File: src/design/osc_sleep_pkg.sv
// Shared constants, types and register map of the oscillator trim and sleep controller
package osc_sleep_pkg;

    // ************************************
    // Register indices (byte address = 4 * index)
    // ************************************
    localparam logic [7:0] IDX_MAIN_TRIM  = 8'h63;
    localparam logic [7:0] IDX_TEMP_SLOPE = 8'h64;
    localparam logic [7:0] IDX_TEMP_CTRL  = 8'h65;
    localparam logic [7:0] IDX_LP_TRIM    = 8'h66;
    localparam logic [7:0] IDX_CORE_CTRL  = 8'h67;
    localparam logic [7:0] IDX_STATUS     = 8'h68;

    // ************************************
    // Field positions
    // ************************************
    localparam int SLOPE_SIGN_BIT = 7;
    localparam int COMP_EN_BIT    = 7;
    localparam int SLEEP_ARM_BIT  = 4;
    localparam int MODE_LSB       = 5;
    localparam int LP_TRIM_W      = 2;

    // ************************************
    // Reset values and timing counts
    // ************************************
    localparam logic [7:0] CORE_CTRL_RESET      = 8'h00;
    localparam logic [7:0] CORE_CTRL_MASK       = 8'h70;
    localparam logic [7:0] STEP_SMALLEST        = 8'h7f;
    localparam logic [3:0] STALL_CYCLES         = 4'h4;
    localparam logic [3:0] STANDBY_WAKE_CYCLES  = 4'h6;
    localparam logic [3:0] STANDBY_START_CYCLES = STANDBY_WAKE_CYCLES - STALL_CYCLES;
    localparam logic [3:0] PDOWN_START_CYCLES   = 4'h6;

    // ************************************
    // Types
    // ************************************
    typedef enum logic [1:0] {
        MODE_IDLE,
        MODE_ADC_NR,
        MODE_POWER_DOWN,
        MODE_STANDBY
    } sleep_mode_t;

    typedef enum logic [1:0] {
        ST_ACTIVE,
        ST_SLEEP,
        ST_STARTUP,
        ST_STALL
    } sleep_state_t;

    typedef struct packed {
        logic [7:0] main_trim;
        logic [7:0] temp_slope;
        logic [7:0] temp_control;
        logic [1:0] lp_trim;
    } factory_cal_t;

    typedef struct packed {
        logic watchdog;
        logic ext_irq;
        logic ext_level_mode;
        logic pin_change;
        logic adc_done;
        logic nvm_ready;
        logic usi_start;
        logic usart_start_frame;
        logic twi_addr_match;
        logic other_irq;
    } wake_src_t;

    typedef struct packed {
        logic main_osc;
        logic core;
        logic program_memory;
        logic peripheral;
        logic converter;
    } clock_en_t;

    typedef struct packed {
        logic [7:0] main_trim_value;
        logic       comp_enable;
        logic       slope_sign;
        logic [6:0] slope_magnitude;
        logic [6:0] slope_step_size;
        logic [1:0] low_power_trim_value;
    } osc_trim_t;

endpackage

File: src/design/domain_clock_gate.sv
// Registered, glitch-free run enable for one gated clock domain
`timescale 1ns/100ps
module domain_clock_gate
    import osc_sleep_pkg::*;
(
    // Clock and reset
    input  wire logic hclk,
    input  wire logic hresetn,
    // Request and gate enable
    input  wire logic run_req,
    output logic      run_en
);

    logic next_run_en;

    // Enable only changes at a clock edge, so the downstream gate never chops a pulse
    always_comb begin
        next_run_en = run_req;
    end

    always_ff @(posedge hclk or negedge hresetn) begin
        if (!hresetn) begin
            run_en <= 1'b1;
        end else begin
            run_en <= next_run_en;
        end
    end

endmodule

File: src/design/osc_trim_and_sleep_control.sv
// Oscillator trim registers and sleep-mode clock controller with AHB-Lite access
//
// Chosen here: the AHB-Lite slave port.
`timescale 1ns/100ps
// What this block does
// RL1 - Eight-bit main trim sets 8 MHz oscillator; zero slowest, larger faster.
// RL2 - Every reset loads factory values into main trim, slope and control registers.
// RL3 - Software keeps main trim at or below 8.8 MHz during memory writes.
// RL4 - Software changes main trim by at most 0x20 per step, or holds reset.
// RL5 - Slope register is sign-magnitude: bit 7 sign, bits 6:0 magnitude.
// RL6 - Compensation enable bit 7 applies both temperature registers, else no effect.
// RL7 - Step adjust bits 6:0 scale slope step; 0x00 largest, 0x7F smallest.
// RL8 - Low-power oscillator trim uses bits 1:0; bits 7:2 read zero.
// RL9 - Software readjusts main trim whenever compensation is toggled.
// RL10 - Sleep entered only with arm bit set and sleep instruction; mode bits select.
// RL11 - Mode field bits 6:5: Idle, ADC noise reduction, Power-down, Standby.
// RL12 - Wake stalls core four cycles after start-up, then handler runs.
// RL13 - State kept across sleep; reset during sleep restarts from reset vector.
// RL14 - Idle stops core and program memory clocks only; any interrupt wakes.
// RL15 - Entering Idle or ADC noise reduction with ADC enabled starts conversion.
// RL16 - ADC noise reduction stops peripheral, core, memory clocks; listed sources wake.
// RL17 - Power-down stops oscillator and all clocks; listed asynchronous sources wake.
// RL18 - Standby equals Power-down but oscillator runs; wake within six cycles.
// RL19 - Outside Idle the external line wakes only when level-triggered.
// RL20 - Level wake source holds its level until the handler is entered.
// RL21 - Domains gate glitch-free; sleep arm bit is never cleared by wake-up.
module osc_trim_and_sleep_control
    import osc_sleep_pkg::*;
(
    // Clock and reset
    input  wire logic          hclk,
    input  wire logic          hresetn,
    // AHB-Lite slave
    input  wire logic          hsel,
    input  wire logic [31:0]   haddr,
    input  wire logic [1:0]    htrans,
    input  wire logic          hwrite,
    input  wire logic [2:0]    hsize,
    input  wire logic [31:0]   hwdata,
    input  wire logic          hready,
    output logic               hreadyout,
    output logic               hresp,
    output logic [31:0]        hrdata,
    // Factory calibration values
    input  wire factory_cal_t  factory_cal,
    // Core side
    input  wire logic          sleep_instr,
    input  wire logic          adc_enabled,
    output logic               core_stall,
    output logic               wake_pulse,
    output logic               adc_start,
    // Wake-up sources
    input  wire wake_src_t     wake_src,
    // Oscillator trims and clock domain enables
    output osc_trim_t          osc_trim,
    output clock_en_t          clock_en
);

    // ************************************
    // Declarations
    // ************************************
    logic [7:0]   main_osc_trim;
    logic [7:0]   main_osc_temp_slope;
    logic [7:0]   main_osc_temp_control;
    logic [1:0]   low_power_trim_value;
    logic [7:0]   core_control_register;
    logic         cal_loaded;
    logic [7:0]   next_main_osc_trim;
    logic [7:0]   next_main_osc_temp_slope;
    logic [7:0]   next_main_osc_temp_control;
    logic [1:0]   next_low_power_trim_value;
    logic [7:0]   next_core_control_register;
    logic         next_cal_loaded;

    logic         dphase_write;
    logic [7:0]   dphase_index;
    logic         next_dphase_write;
    logic [7:0]   next_dphase_index;
    logic [31:0]  next_hrdata;
    logic         aphase_valid;

    sleep_state_t state;
    sleep_state_t next_state;
    sleep_mode_t  active_mode;
    sleep_mode_t  next_active_mode;
    logic [3:0]   wait_count;
    logic [3:0]   next_wait_count;
    logic         next_wake_pulse;
    logic         next_adc_start;
    osc_trim_t    next_osc_trim;
    clock_en_t    domain_req;
    clock_en_t    domain_en;

    logic         sleep_arm_bit;
    sleep_mode_t  sleep_mode_select;

    // ************************************
    // Decode helpers
    // ************************************
    function automatic logic hits_block(input logic [31:0] addr);
        hits_block = (addr[31:10] == 22'h000000) && (addr[1:0] == 2'b00);
    endfunction

    function automatic logic [7:0] read_reg(
        input logic [7:0] idx,
        input logic [7:0] trim,
        input logic [7:0] slope,
        input logic [7:0] ctrl,
        input logic [1:0] lp,
        input logic [7:0] core,
        input logic [7:0] stat
    );
        case (idx)
            IDX_MAIN_TRIM:  read_reg = trim;
            IDX_TEMP_SLOPE: read_reg = slope;
            IDX_TEMP_CTRL:  read_reg = ctrl;
            IDX_LP_TRIM:    read_reg = {6'h00, lp}; // RL8
            IDX_CORE_CTRL:  read_reg = core;
            IDX_STATUS:     read_reg = stat;
            default:        read_reg = 8'h00;
        endcase
    endfunction

    // Which enabled sources may end the given sleep mode
    function automatic logic wake_allowed(input sleep_mode_t mode, input wake_src_t w);
        logic level_ext;
        logic deep;
        level_ext = w.ext_irq && w.ext_level_mode; // RL19
        deep = w.watchdog || level_ext || w.pin_change || w.usi_start
            || w.usart_start_frame || w.twi_addr_match;
        case (mode)
            MODE_IDLE:       wake_allowed = (|{w[9:8], w[6:0]}); // RL14
            MODE_ADC_NR:     wake_allowed = deep || w.adc_done || w.nvm_ready; // RL16
            MODE_POWER_DOWN: wake_allowed = deep; // RL17
            MODE_STANDBY:    wake_allowed = deep; // RL18
            default:         wake_allowed = 1'b0;
        endcase
    endfunction

    assign sleep_arm_bit     = core_control_register[SLEEP_ARM_BIT];
    assign sleep_mode_select = sleep_mode_t'(core_control_register[MODE_LSB +: 2]); // RL11

    // ************************************
    // AHB-Lite slave
    // ************************************
    assign aphase_valid = hsel && hready && htrans[1] && hits_block(haddr);
    assign hreadyout    = 1'b1;
    assign hresp        = 1'b0;

    always_comb begin
        next_dphase_write = aphase_valid && hwrite;
        next_dphase_index = haddr[9:2];
        next_hrdata       = hrdata;
        if (aphase_valid && !hwrite) begin
            next_hrdata = {24'h000000, read_reg(haddr[9:2], next_main_osc_trim,
                next_main_osc_temp_slope, next_main_osc_temp_control,
                next_low_power_trim_value, next_core_control_register,
                {6'h00, state})};
        end
    end

    always_ff @(posedge hclk or negedge hresetn) begin
        if (!hresetn) begin
            dphase_write <= 1'b0;
            dphase_index <= 8'h00;
            hrdata       <= 32'h00000000;
        end else begin
            dphase_write <= next_dphase_write;
            dphase_index <= next_dphase_index;
            hrdata       <= next_hrdata;
        end
    end

    // ************************************
    // Calibration and control registers
    // ************************************
    always_comb begin
        next_main_osc_trim         = main_osc_trim;
        next_main_osc_temp_slope   = main_osc_temp_slope;
        next_main_osc_temp_control = main_osc_temp_control;
        next_low_power_trim_value  = low_power_trim_value;
        next_core_control_register = core_control_register;
        next_cal_loaded            = 1'b1;
        if (!cal_loaded) begin
            next_main_osc_trim         = factory_cal.main_trim; // RL2
            next_main_osc_temp_slope   = factory_cal.temp_slope; // RL2
            next_main_osc_temp_control = factory_cal.temp_control; // RL2
            next_low_power_trim_value  = factory_cal.lp_trim;
        end else if (dphase_write) begin
            case (dphase_index)
                IDX_MAIN_TRIM:  next_main_osc_trim = hwdata[7:0]; // RL1
                IDX_TEMP_SLOPE: next_main_osc_temp_slope = hwdata[7:0]; // RL5
                IDX_TEMP_CTRL:  next_main_osc_temp_control = hwdata[7:0];
                IDX_LP_TRIM:    next_low_power_trim_value = hwdata[LP_TRIM_W-1:0]; // RL8
                IDX_CORE_CTRL:  next_core_control_register = hwdata[7:0] & CORE_CTRL_MASK;
                default:        next_cal_loaded = 1'b1;
            endcase
        end
    end

    always_ff @(posedge hclk or negedge hresetn) begin
        if (!hresetn) begin
            main_osc_trim         <= 8'h00;
            main_osc_temp_slope   <= 8'h00;
            main_osc_temp_control <= 8'h00;
            low_power_trim_value  <= 2'h0;
            core_control_register <= CORE_CTRL_RESET;
            cal_loaded            <= 1'b0;
        end else begin
            main_osc_trim         <= next_main_osc_trim;
            main_osc_temp_slope   <= next_main_osc_temp_slope;
            main_osc_temp_control <= next_main_osc_temp_control;
            low_power_trim_value  <= next_low_power_trim_value;
            core_control_register <= next_core_control_register;
            cal_loaded            <= next_cal_loaded;
        end
    end

    // ************************************
    // Oscillator trim outputs
    // ************************************
    always_comb begin
        next_osc_trim.main_trim_value      = main_osc_trim; // RL1
        next_osc_trim.comp_enable          = main_osc_temp_control[COMP_EN_BIT]; // RL6
        next_osc_trim.slope_sign           = 1'b0;
        next_osc_trim.slope_magnitude      = 7'h00;
        next_osc_trim.slope_step_size      = 7'h00;
        next_osc_trim.low_power_trim_value = low_power_trim_value; // RL8
        if (main_osc_temp_control[COMP_EN_BIT]) begin
            next_osc_trim.slope_sign      = main_osc_temp_slope[SLOPE_SIGN_BIT]; // RL5
            next_osc_trim.slope_magnitude = main_osc_temp_slope[6:0]; // RL5
            next_osc_trim.slope_step_size = STEP_SMALLEST[6:0]
                - main_osc_temp_control[6:0]; // RL7
        end
    end

    always_ff @(posedge hclk or negedge hresetn) begin
        if (!hresetn) begin
            osc_trim <= '0;
        end else begin
            osc_trim <= next_osc_trim;
        end
    end

    // ************************************
    // Sleep sequencer
    // ************************************
    always_comb begin
        next_state       = state;
        next_active_mode = active_mode;
        next_wait_count  = wait_count;
        next_wake_pulse  = 1'b0;
        next_adc_start   = 1'b0;
        case (state)
            ST_ACTIVE: begin
                if (sleep_instr && sleep_arm_bit) begin // RL10
                    next_state       = ST_SLEEP;
                    next_active_mode = sleep_mode_select; // RL10
                    next_adc_start   = adc_enabled && ((sleep_mode_select == MODE_IDLE)
                        || (sleep_mode_select == MODE_ADC_NR)); // RL15
                end
            end
            ST_SLEEP: begin
                if (wake_allowed(active_mode, wake_src)) begin
                    next_state = ST_STARTUP;
                    case (active_mode)
                        MODE_POWER_DOWN: next_wait_count = PDOWN_START_CYCLES; // RL17
                        MODE_STANDBY:    next_wait_count = STANDBY_START_CYCLES; // RL18
                        default:         next_wait_count = 4'h1;
                    endcase
                end
            end
            ST_STARTUP: begin
                next_wait_count = wait_count - 4'h1;
                if (wait_count == 4'h1) begin
                    next_state      = ST_STALL;
                    next_wait_count = STALL_CYCLES; // RL12
                end
            end
            ST_STALL: begin
                next_wait_count = wait_count - 4'h1;
                if (wait_count == 4'h1) begin
                    next_state      = ST_ACTIVE; // RL12
                    next_wake_pulse = 1'b1; // RL12
                end
            end
            default: begin
                next_state = ST_ACTIVE;
            end
        endcase
    end

    // Reset during sleep returns straight to active, trim registers reload from factory, core control reloads CORE_CTRL_RESET
    always_ff @(posedge hclk or negedge hresetn) begin
        if (!hresetn) begin
            state       <= ST_ACTIVE; // RL13
            active_mode <= MODE_IDLE;
            wait_count  <= 4'h0;
            wake_pulse  <= 1'b0;
            adc_start   <= 1'b0;
        end else begin
            state       <= next_state;
            active_mode <= next_active_mode;
            wait_count  <= next_wait_count;
            wake_pulse  <= next_wake_pulse;
            adc_start   <= next_adc_start;
        end
    end

    assign core_stall = (state != ST_ACTIVE);

    // ************************************
    // Clock domain requests
    // ************************************
    always_comb begin
        domain_req = '1;
        if (state == ST_SLEEP || state == ST_STARTUP) begin
            domain_req.core           = 1'b0; // RL14
            domain_req.program_memory = 1'b0; // RL14
            case (active_mode)
                MODE_IDLE: begin
                    domain_req.peripheral = 1'b1; // RL14
                end
                MODE_ADC_NR: begin
                    domain_req.peripheral = 1'b0; // RL16
                end
                MODE_STANDBY: begin
                    domain_req.peripheral = 1'b0; // RL18
                    domain_req.converter  = 1'b0; // RL18
                end
                default: begin
                    domain_req = '0; // RL17
                end
            endcase
            if (state == ST_STARTUP) begin
                domain_req.main_osc = 1'b1;
            end
        end else if (state == ST_STALL) begin
            domain_req.core           = 1'b0; // RL12
            domain_req.program_memory = 1'b0;
        end
    end

    // Each domain gets its own registered gate enable
    for (genvar g = 0; g < 5; g++) begin : gen_gate
        domain_clock_gate u_gate (
            .hclk    (hclk),
            .hresetn (hresetn),
            .run_req (domain_req[g]),
            .run_en  (domain_en[g])
        ); // RL21
    end

    assign clock_en = domain_en;

endmodule

File: config.mk
export PLATFORM = sky130hd
export DESIGN_NAME = osc_trim_and_sleep_control
export DESIGN_NICKNAME = d
export VERILOG_FILES = /design/src/design/osc_sleep_pkg.sv /design/src/design/domain_clock_gate.sv /design/src/design/osc_trim_and_sleep_control.sv
export SDC_FILE = /design/constraint.sdc
export NUM_CORES = 1
export LEC_CHECK = 0
export CAP_MARGIN = 30
export CORE_MARGIN = 2
export CORE_UTILIZATION = 36
export CTS_BUF_LIST = sky130_fd_sc_hd__clkbuf_8
export CTS_CLUSTER_SIZE = 25
export DETAILED_ROUTE_END_ITERATION = 16
export DONT_BUFFER_PORTS = 1
export GPL_TIMING_DRIVEN = 0
export PLACE_DENSITY_LB_ADDON = 0.2
export SLEW_MARGIN = 20
export SYNTH_ARGS = -nofsm -noshare
export SYNTH_HDL_FRONTEND = slang
export SYNTH_SLANG_ARGS = --single-unit
File: constraint.sdc
create_clock -name hclk -period 2.2 [get_ports hclk]
set_input_delay 0.22 -clock hclk [delete_from_list [all_inputs] [get_ports hclk]]
set_output_delay 0.22 -clock hclk [all_outputs]
set_load 0.01 [all_outputs]
==> results of run 1 <==
==> cells in the mapped netlist, drive strengths merged (5+ instances only) <==
library cell,number
nand3,12
a211o,9
a21oi,14
a31oi,13
nor2,32
nand4,14
and2,16
nor3,8
mux2,6
nand2,11
buf,34
nor2b,9
inv,18
clkbuf,17
o211ai,5
mux2i,9
dfrtp,88
ha,6
nor4,8
a311oi,5
o31ai,11
==> per-layer routing <==
layer	wire [um]	vias to the layer above	track usage, %
met1	5240	1721	24.8
met4	243	0	6.67
met3	1190	12	5.60
li1	-	1643	-
met5	0	-	0
met2	5920	158	30.4
==> cell type report <==
| class | instances | area [um^2] |
|---|---|---|
| plain buffers | 49 | 329 |
| clock buffers | 12 | 165 |
| clock inverters | 4 | 16.3 |
| fillers | 1199 | 6830 |
| inverters | 18 | 67.6 |
| multi-input cells | 292 | 2040 |
| flip-flops and latches | 92 | 2310 |
| well taps | 168 | 210 |
| repair buffers | 16 | 145 |
==> state kept, by name, indices dropped and copies added, names as in the netlist <==
signal,cells
cal_loaded,1
low_power_trim_value,2
hrdata,8
adc_start,1
wait_count,4
active_mode,2
state,2
core_control_register,8
osc_trim,26
gen_gate.u_gate.run_en,4
wake_pulse,1
main_osc_trim,8
dphase_index,8
dphase_write,1
main_osc_temp_control,8
main_osc_temp_slope,8
==> stage by stage <==
| stage | utilization, % | hold slack, ns | cells |
|---|---|---|---|
| floorplan | - | -0.0756 | 453 |
| global placement | 39.8 | -0.0733 | 621 |
| detailed placement | 39.9 | -0.0729 | 621 |
| CTS | 43.0 | -0.473 | 653 |
| global route | 43.6 | -0.474 | 651 |
| finish | 43.6 | -0.451 | 651 |
==> path summary, 6_finish.rpt <==
kind	start	to	slack, ns
hold / removal	hresetn	main_osc_trim[1]	-0.45
hold reg to reg	main_osc_trim[4]	osc_trim[22]	0.38
min in group hclk	adc_enabled	adc_start	0.02
setup / recovery	dphase_index[3]	hrdata[0]	0.04
max in group asynchronous	hresetn	gen_gate[4].u_gate.run_en	2.43
setup reg to reg	dphase_index[3]	hrdata[0]	0.04
==> repair_timing <==
action	in CTS	in global routing
gates resized for setup	22	24
setup buffers	6	0
pin swaps	3	5
hold endpoints to repair	102	92
endpoints found under the setup margin	19	17
==> critical path, cell delays in order (launching register included) <==
cell      delay (ns)
dfrtp_2         0.42
or3b_1          0.37
buf_6           0.14
o41a_1          0.40
a2111o_1        0.36
a311o_1         0.31
o221ai_2        0.07
==> cell families (layout without fill, tap and decap cells) <==
kind of cell / Yosys count / after routing / synth area share, %
AO/OA/AOI/OAI: 104 / 104 / 17.5
adder cells (fa/ha/maj): 6 / 6 / 1.66
buffers and inverters: 69 / 99 / 8.33
flip-flops: 92 / 92 / 51.0
multiplexers: 15 / 15 / 3.49
other: 2 / 27 / 0.166
AND/OR/NAND/NOR: 140 / 140 / 17.8
==> report_power, final <==
| part | total (uW) | leakage, uW | switching (uW) | internal, uW |
|---|---|---|---|---|
| Clock | 1080 | 0.000106 | 589 | 491 |
| Sequential | 2140 | 0.00107 | 204 | 1940 |
| Combinational | 939 | 0.00110 | 501 | 438 |
| Total | 4160 | 0.00227 | 1290 | 2870 |
==> results.py, run 1 <==
metrics = {
    "floorplanning": {
        "die_area_um2": 13500,
        "fp.coreArea_um2": 12100,
        "core.rowCount": 40,
        "initial_core_util_pct": 37.3,
        "num_io_pins": 180,
        "die_h_um": 116,
        "fp.dieW_um": 116,
    },
    "yosys": {
        "synth.avg_cell_area_um2": 10.6,
        "mappedNetlistArea_um2": 4520,
        "synth_seq_cells": 92,
        "ys_types": 68,
        "synth_warnings": 0,
        "ys.flop_type": "dfrtp_1",
        "ys_seq_area_share_pct": 51.0,
        "syn_inst": 428,
        "synthTopCellsByArea": "dfrtp_1, buf_4, nor2_1, dfstp_2, and2_1",
        "synth_edf_count": 0,
        "async_reset_ff_share_pct": 100,
        "synth_top_area_share_pct": 48.7,
        "synth_area_leader_cell": "dfrtp_1",
    },
    "clock_tree": {
        "cts_hold_buf": 10,
        "root_buffer": "clkbuf_8",
        "htree_levels": 3,
        "cts_tree": "done",
        "cts_buffers": 9,
        "cts_buffer_depth": 2,
        "cts_sinks": 92,
        "clk_pin_slew_worst_paths_ns": 0.09,
        "clk_latency_ns": 0.36,
    },
    "setup_path": {
        "startpoint_type": "flip-flop",
        "ff2ff_path_depth": 6,
        "crit_type": "flip-flop to flip-flop",
        "arrival_ns": 2.45,
        "cp.required_ns": 2.49,
        "cp-end-kind": "flip-flop",
        "critPathMaxFanout": 4,
    },
    "final_layout": {
        "drive_gt1_share_pct": 20.7,
        "final_nets": 596,
        "diodes": 0,
        "layout_commonest_cell": "dfrtp_1",
        "final_cell_mix": "dfrtp_1, buf_4, nor2_1",
        "fin_area_um2": 5280,
        "area_growth_syn_to_layout_pct": 16.9,
    },
    "grt": {
        "grt_pass1_wl_um": 19400,
        "grt-ovfl-total": 0,
        "track_usage_pct": 19.1,
        "antenna_found_initial": 0,
        "grt_max_degree": 93,
        "grt_pass1_vias": 3553,
    },
    "run_status": {
        "violations": "hold timing",
        "outcome": "finished, violations left",
    },
    "timing": {
        "fin_crit_ns": 2.16,
        "fin_tns_setup_ns": 0,
        "max_freq_mhz": 462,
        "finalMaxSlewViolations": 0,
        "worst_hold_slack_ns": -0.451,
        "final-hold-violation-count": 92,
        "rsz0062_at_grt": "yes",
        "setup_viol": 0,
        "max_slew.worst_pin.slew_ns": 0.740,
        "finalCritPeriodShare_pct": 98.3,
        "worst_clock_skew_ns": 0.0118,
        "slew_headroom_pct": 50.4,
        "finalWorstSetupSlack_ns": 0.0365,
    },
    "place": {
        "gp_congestion": 0.881,
        "dp_hpwl_um": 9300,
        "pre_cts_slack_ns": -0.390,
        "dpl_cell_area_um2": 4830,
        "io_buffers": 0,
    },
    "drt": {
        "wl_um": 12600,
        "first_pass_iters": 4,
        "routedWlPerCell_um": 19.3,
        "ant_nets": 0,
        "vias_per_cell": 5.43,
        "vias": 3534,
        "drc": 0,
        "drtIter0Drc": 250,
    },
    "power_and_ir_drop": {
        "p_per_area_nw_per_um2": 788,
        "power.leakage_uw": 0.00227,
        "ir_worst_vdd_mv": 0.273,
        "total_power_uw": 4160,
    },
    "hold_path": {
        "min_path_type": "primary input to async pin",
    },
    "flow_run": {
        "cap_violations": 0,
    },
}
(Power assumes the default switching activity.)
==> run 2, diff against run 1 <==
SYNTH_HIERARCHICAL = 1   (was default)
==> results.py, run 2 <==
metrics = {
    "final_layout": {
        "final_nets": 585,
        "layout_commonest_cell": "dfrtp_1",
        "fin_area_um2": 5260,
        "top_register": "osc_trim",
        "largest_reg_flops": 26,
        "diodes": 0,
        "drive_gt1_share_pct": 18.2,
        "final_cell_mix": "dfrtp_1, buf_4, conb_1",
        "area_growth_syn_to_layout_pct": 19.0,
        "final_util_pct": 43.8,
    },
    "clock_tree": {
        "cts_buffers": 9,
        "clk_latency_ns": 0.39,
        "root_buffer": "clkbuf_8",
        "cts_sinks": 93,
        "cts_tree": "done",
        "clk_pin_slew_worst_paths_ns": 0.10,
        "cts_buffer_depth": 2,
        "htree_levels": 3,
        "cts_hold_buf": 24,
    },
    "setup_path": {
        "critPathMaxFanout": 4,
        "arrival_ns": 2.40,
        "cp.required_ns": 2.48,
        "startpoint_type": "flip-flop",
        "max_stage_delay_ns": 0.38,
        "path_cells": "nand4bb_4 > buf_4 > nor3_4 > buf_6 > mux2_2 > nor2_1 > o211ai_1 > a32o_1",
        "cp-end-kind": "flip-flop",
        "crit_type": "flip-flop to flip-flop",
        "cp_slowest_cell": "dfrtp_1",
        "regToRegSetupSlack_ns": 0.08,
    },
    "place": {
        "dp_hpwl_um": 8520,
        "pre_cts_slack_ns": -0.148,
        "gp_congestion": 0.872,
        "io_buffers": 0,
        "dpl_cell_area_um2": 4700,
    },
    "drt": {
        "drc": 0,
        "wl_um": 11600,
        "first_pass_iters": 5,
        "routedWlPerCell_um": 18.7,
        "vias": 3220,
        "ant_nets": 0,
        "vias_per_cell": 5.20,
        "drtIter0Drc": 201,
    },
    "timing": {
        "fin_crit_ns": 2.12,
        "max_slew.worst_pin.slew_ns": 0.732,
        "finalCritPeriodShare_pct": 96.1,
        "rsz0062_at_grt": "yes",
        "max_freq_mhz": 473,
        "finalMaxSlewViolations": 0,
        "slew_headroom_pct": 50.8,
        "fin_tns_setup_ns": 0,
        "worst_clock_skew_ns": 0.0182,
        "setup_viol": 0,
        "final-hold-violation-count": 93,
        "finalWorstSetupSlack_ns": 0.0849,
        "worst_hold_slack_ns": -0.477,
    },
    "floorplanning": {
        "core.rowCount": 40,
        "initial_core_util_pct": 36.8,
        "fp.coreArea_um2": 12000,
        "num_io_pins": 180,
        "fp.dieW_um": 115,
        "die_h_um": 115,
        "die_area_um2": 13200,
    },
    "flow_run": {
        "cap_violations": 0,
    },
    "power_and_ir_drop": {
        "ir_worst_vdd_mv": 0.696,
        "power_frac_clock_pct": 31.5,
        "p_int_uw": 2910,
        "power.switching_uw": 1200,
        "p_seq_share_pct": 50.1,
        "p_per_area_nw_per_um2": 780,
        "power_frac_comb_pct": 18.4,
        "power.leakage_uw": 0.00236,
        "switching_share_pct": 29.1,
    },
    "run_status": {
        "outcome": "finished, violations left",
        "violations": "hold timing",
    },
    "grt": {
        "antenna_found_initial": 0,
        "grt-ovfl-total": 0,
        "grt_pass1_wl_um": 17700,
        "grt_max_degree": 94,
        "track_usage_pct": 17.8,
        "grt_pass1_vias": 3162,
    },
    "yosys": {
        "synth_seq_cells": 93,
        "async_reset_ff_share_pct": 100,
        "synth.avg_cell_area_um2": 11.0,
        "synthTopCellsByArea": "dfrtp_1, buf_4, dfstp_2, nor2b_1, nand2_1",
        "ys_seq_area_share_pct": 52.8,
        "mappedNetlistArea_um2": 4420,
        "syn_inst": 400,
        "synth_area_leader_cell": "dfrtp_1",
        "yosysMostFrequentCell": "dfrtp_1",
        "synth_common_cells": "dfrtp_1, buf_4, nand2_1",
        "synth_warnings": 6,
        "synth_top_area_share_pct": 49.8,
        "synth_edf_count": 0,
        "ys_types": 60,
        "ys.flop_type": "dfrtp_1",
    },
    "hold_path": {
        "min_path_type": "primary input to async pin",
    },
}
[run 2: cells by family (layout without fill, tap and decap cells)]
kind of cell | count (synthesis) | after routing | synth area share, %
and+or+nand+nor | 142 | 142 | 19.5
DFF | 93 | 93 | 52.8
buffers and inverters | 55 | 102 | 7.42
AOI/OAI and AO/OA | 86 | 86 | 14.6
other | 2 | 27 | 0.170
muxes | 16 | 16 | 3.82
adders and majority gates | 6 | 6 | 1.70
[run 2: final timing paths]
kind                       cells after the start                   endpoint        startpoint
max                                            8                  hrdata[4]   dphase_index[7]
min                                            0           main_osc_trim[0]           hresetn
max reg2reg                                    8                  hrdata[4]   dphase_index[7]
min reg2reg                                    0               osc_trim[21]  main_osc_trim[3]
max in group asynchronous                      0  gen_gate[1].u_gate/run_en           hresetn
min in group hclk                              2           main_osc_trim[2]   factory_cal[20]
[run 2: power by group through the flow]
stage               Combinational [uW]  Sequential, uW  Clock [uW]
floorplan                          573            2050           0
global placement                   689            2090           0
detailed placement                 711            2090           0
CTS                                754            2060        1330
global route                       854            2080        1400
finish                             756            2060        1290
[run 2: timing repair]
item | in CTS | in global routing
setup buffers | 0 | 7
pin swaps | 0 | 6
hold endpoints to repair | 116 | 93
gates resized for setup | 1 | 11
setup endpoints to repair | 7 | 8
[run 2: critical path, delay by kind of cell (launching register included)]
family | cells | cell delay, ns
muxes | 1 | 0.34
DFF | 1 | 0.38
and+or+nand+nor | 3 | 0.58
AOI/OAI and AO/OA | 2 | 0.38
buffers and inverters | 2 | 0.34
[run 2: through the flow]
stage / std cells / power (uW)
global placement: 572 / 2770
finish: 619 / 4100
CTS: 612 / 4140
global route: 619 / 4340
floorplan: 425 / 2620
detailed placement: 572 / 2800
[run 2: metal layers]
layer	track usage, %	vias up	share of wire, %
li1	-	1540	-
met1	22.7	1549	43
met2	28.9	116	49
met3	5.90	15	7.1
met4	5.54	0	1.2
met5	0	-	0
[run 2: layout make-up]
class                      count  area (um^2)
buffer                        41          284
sequential                    93         2330
tap                          147          184
fill                        1157         6750
inverter                      14         52.6
timing repair buffer          31          297
clock buffer                  10          138
multi-input combinational    277         1880
clock inverter                 6         87.6
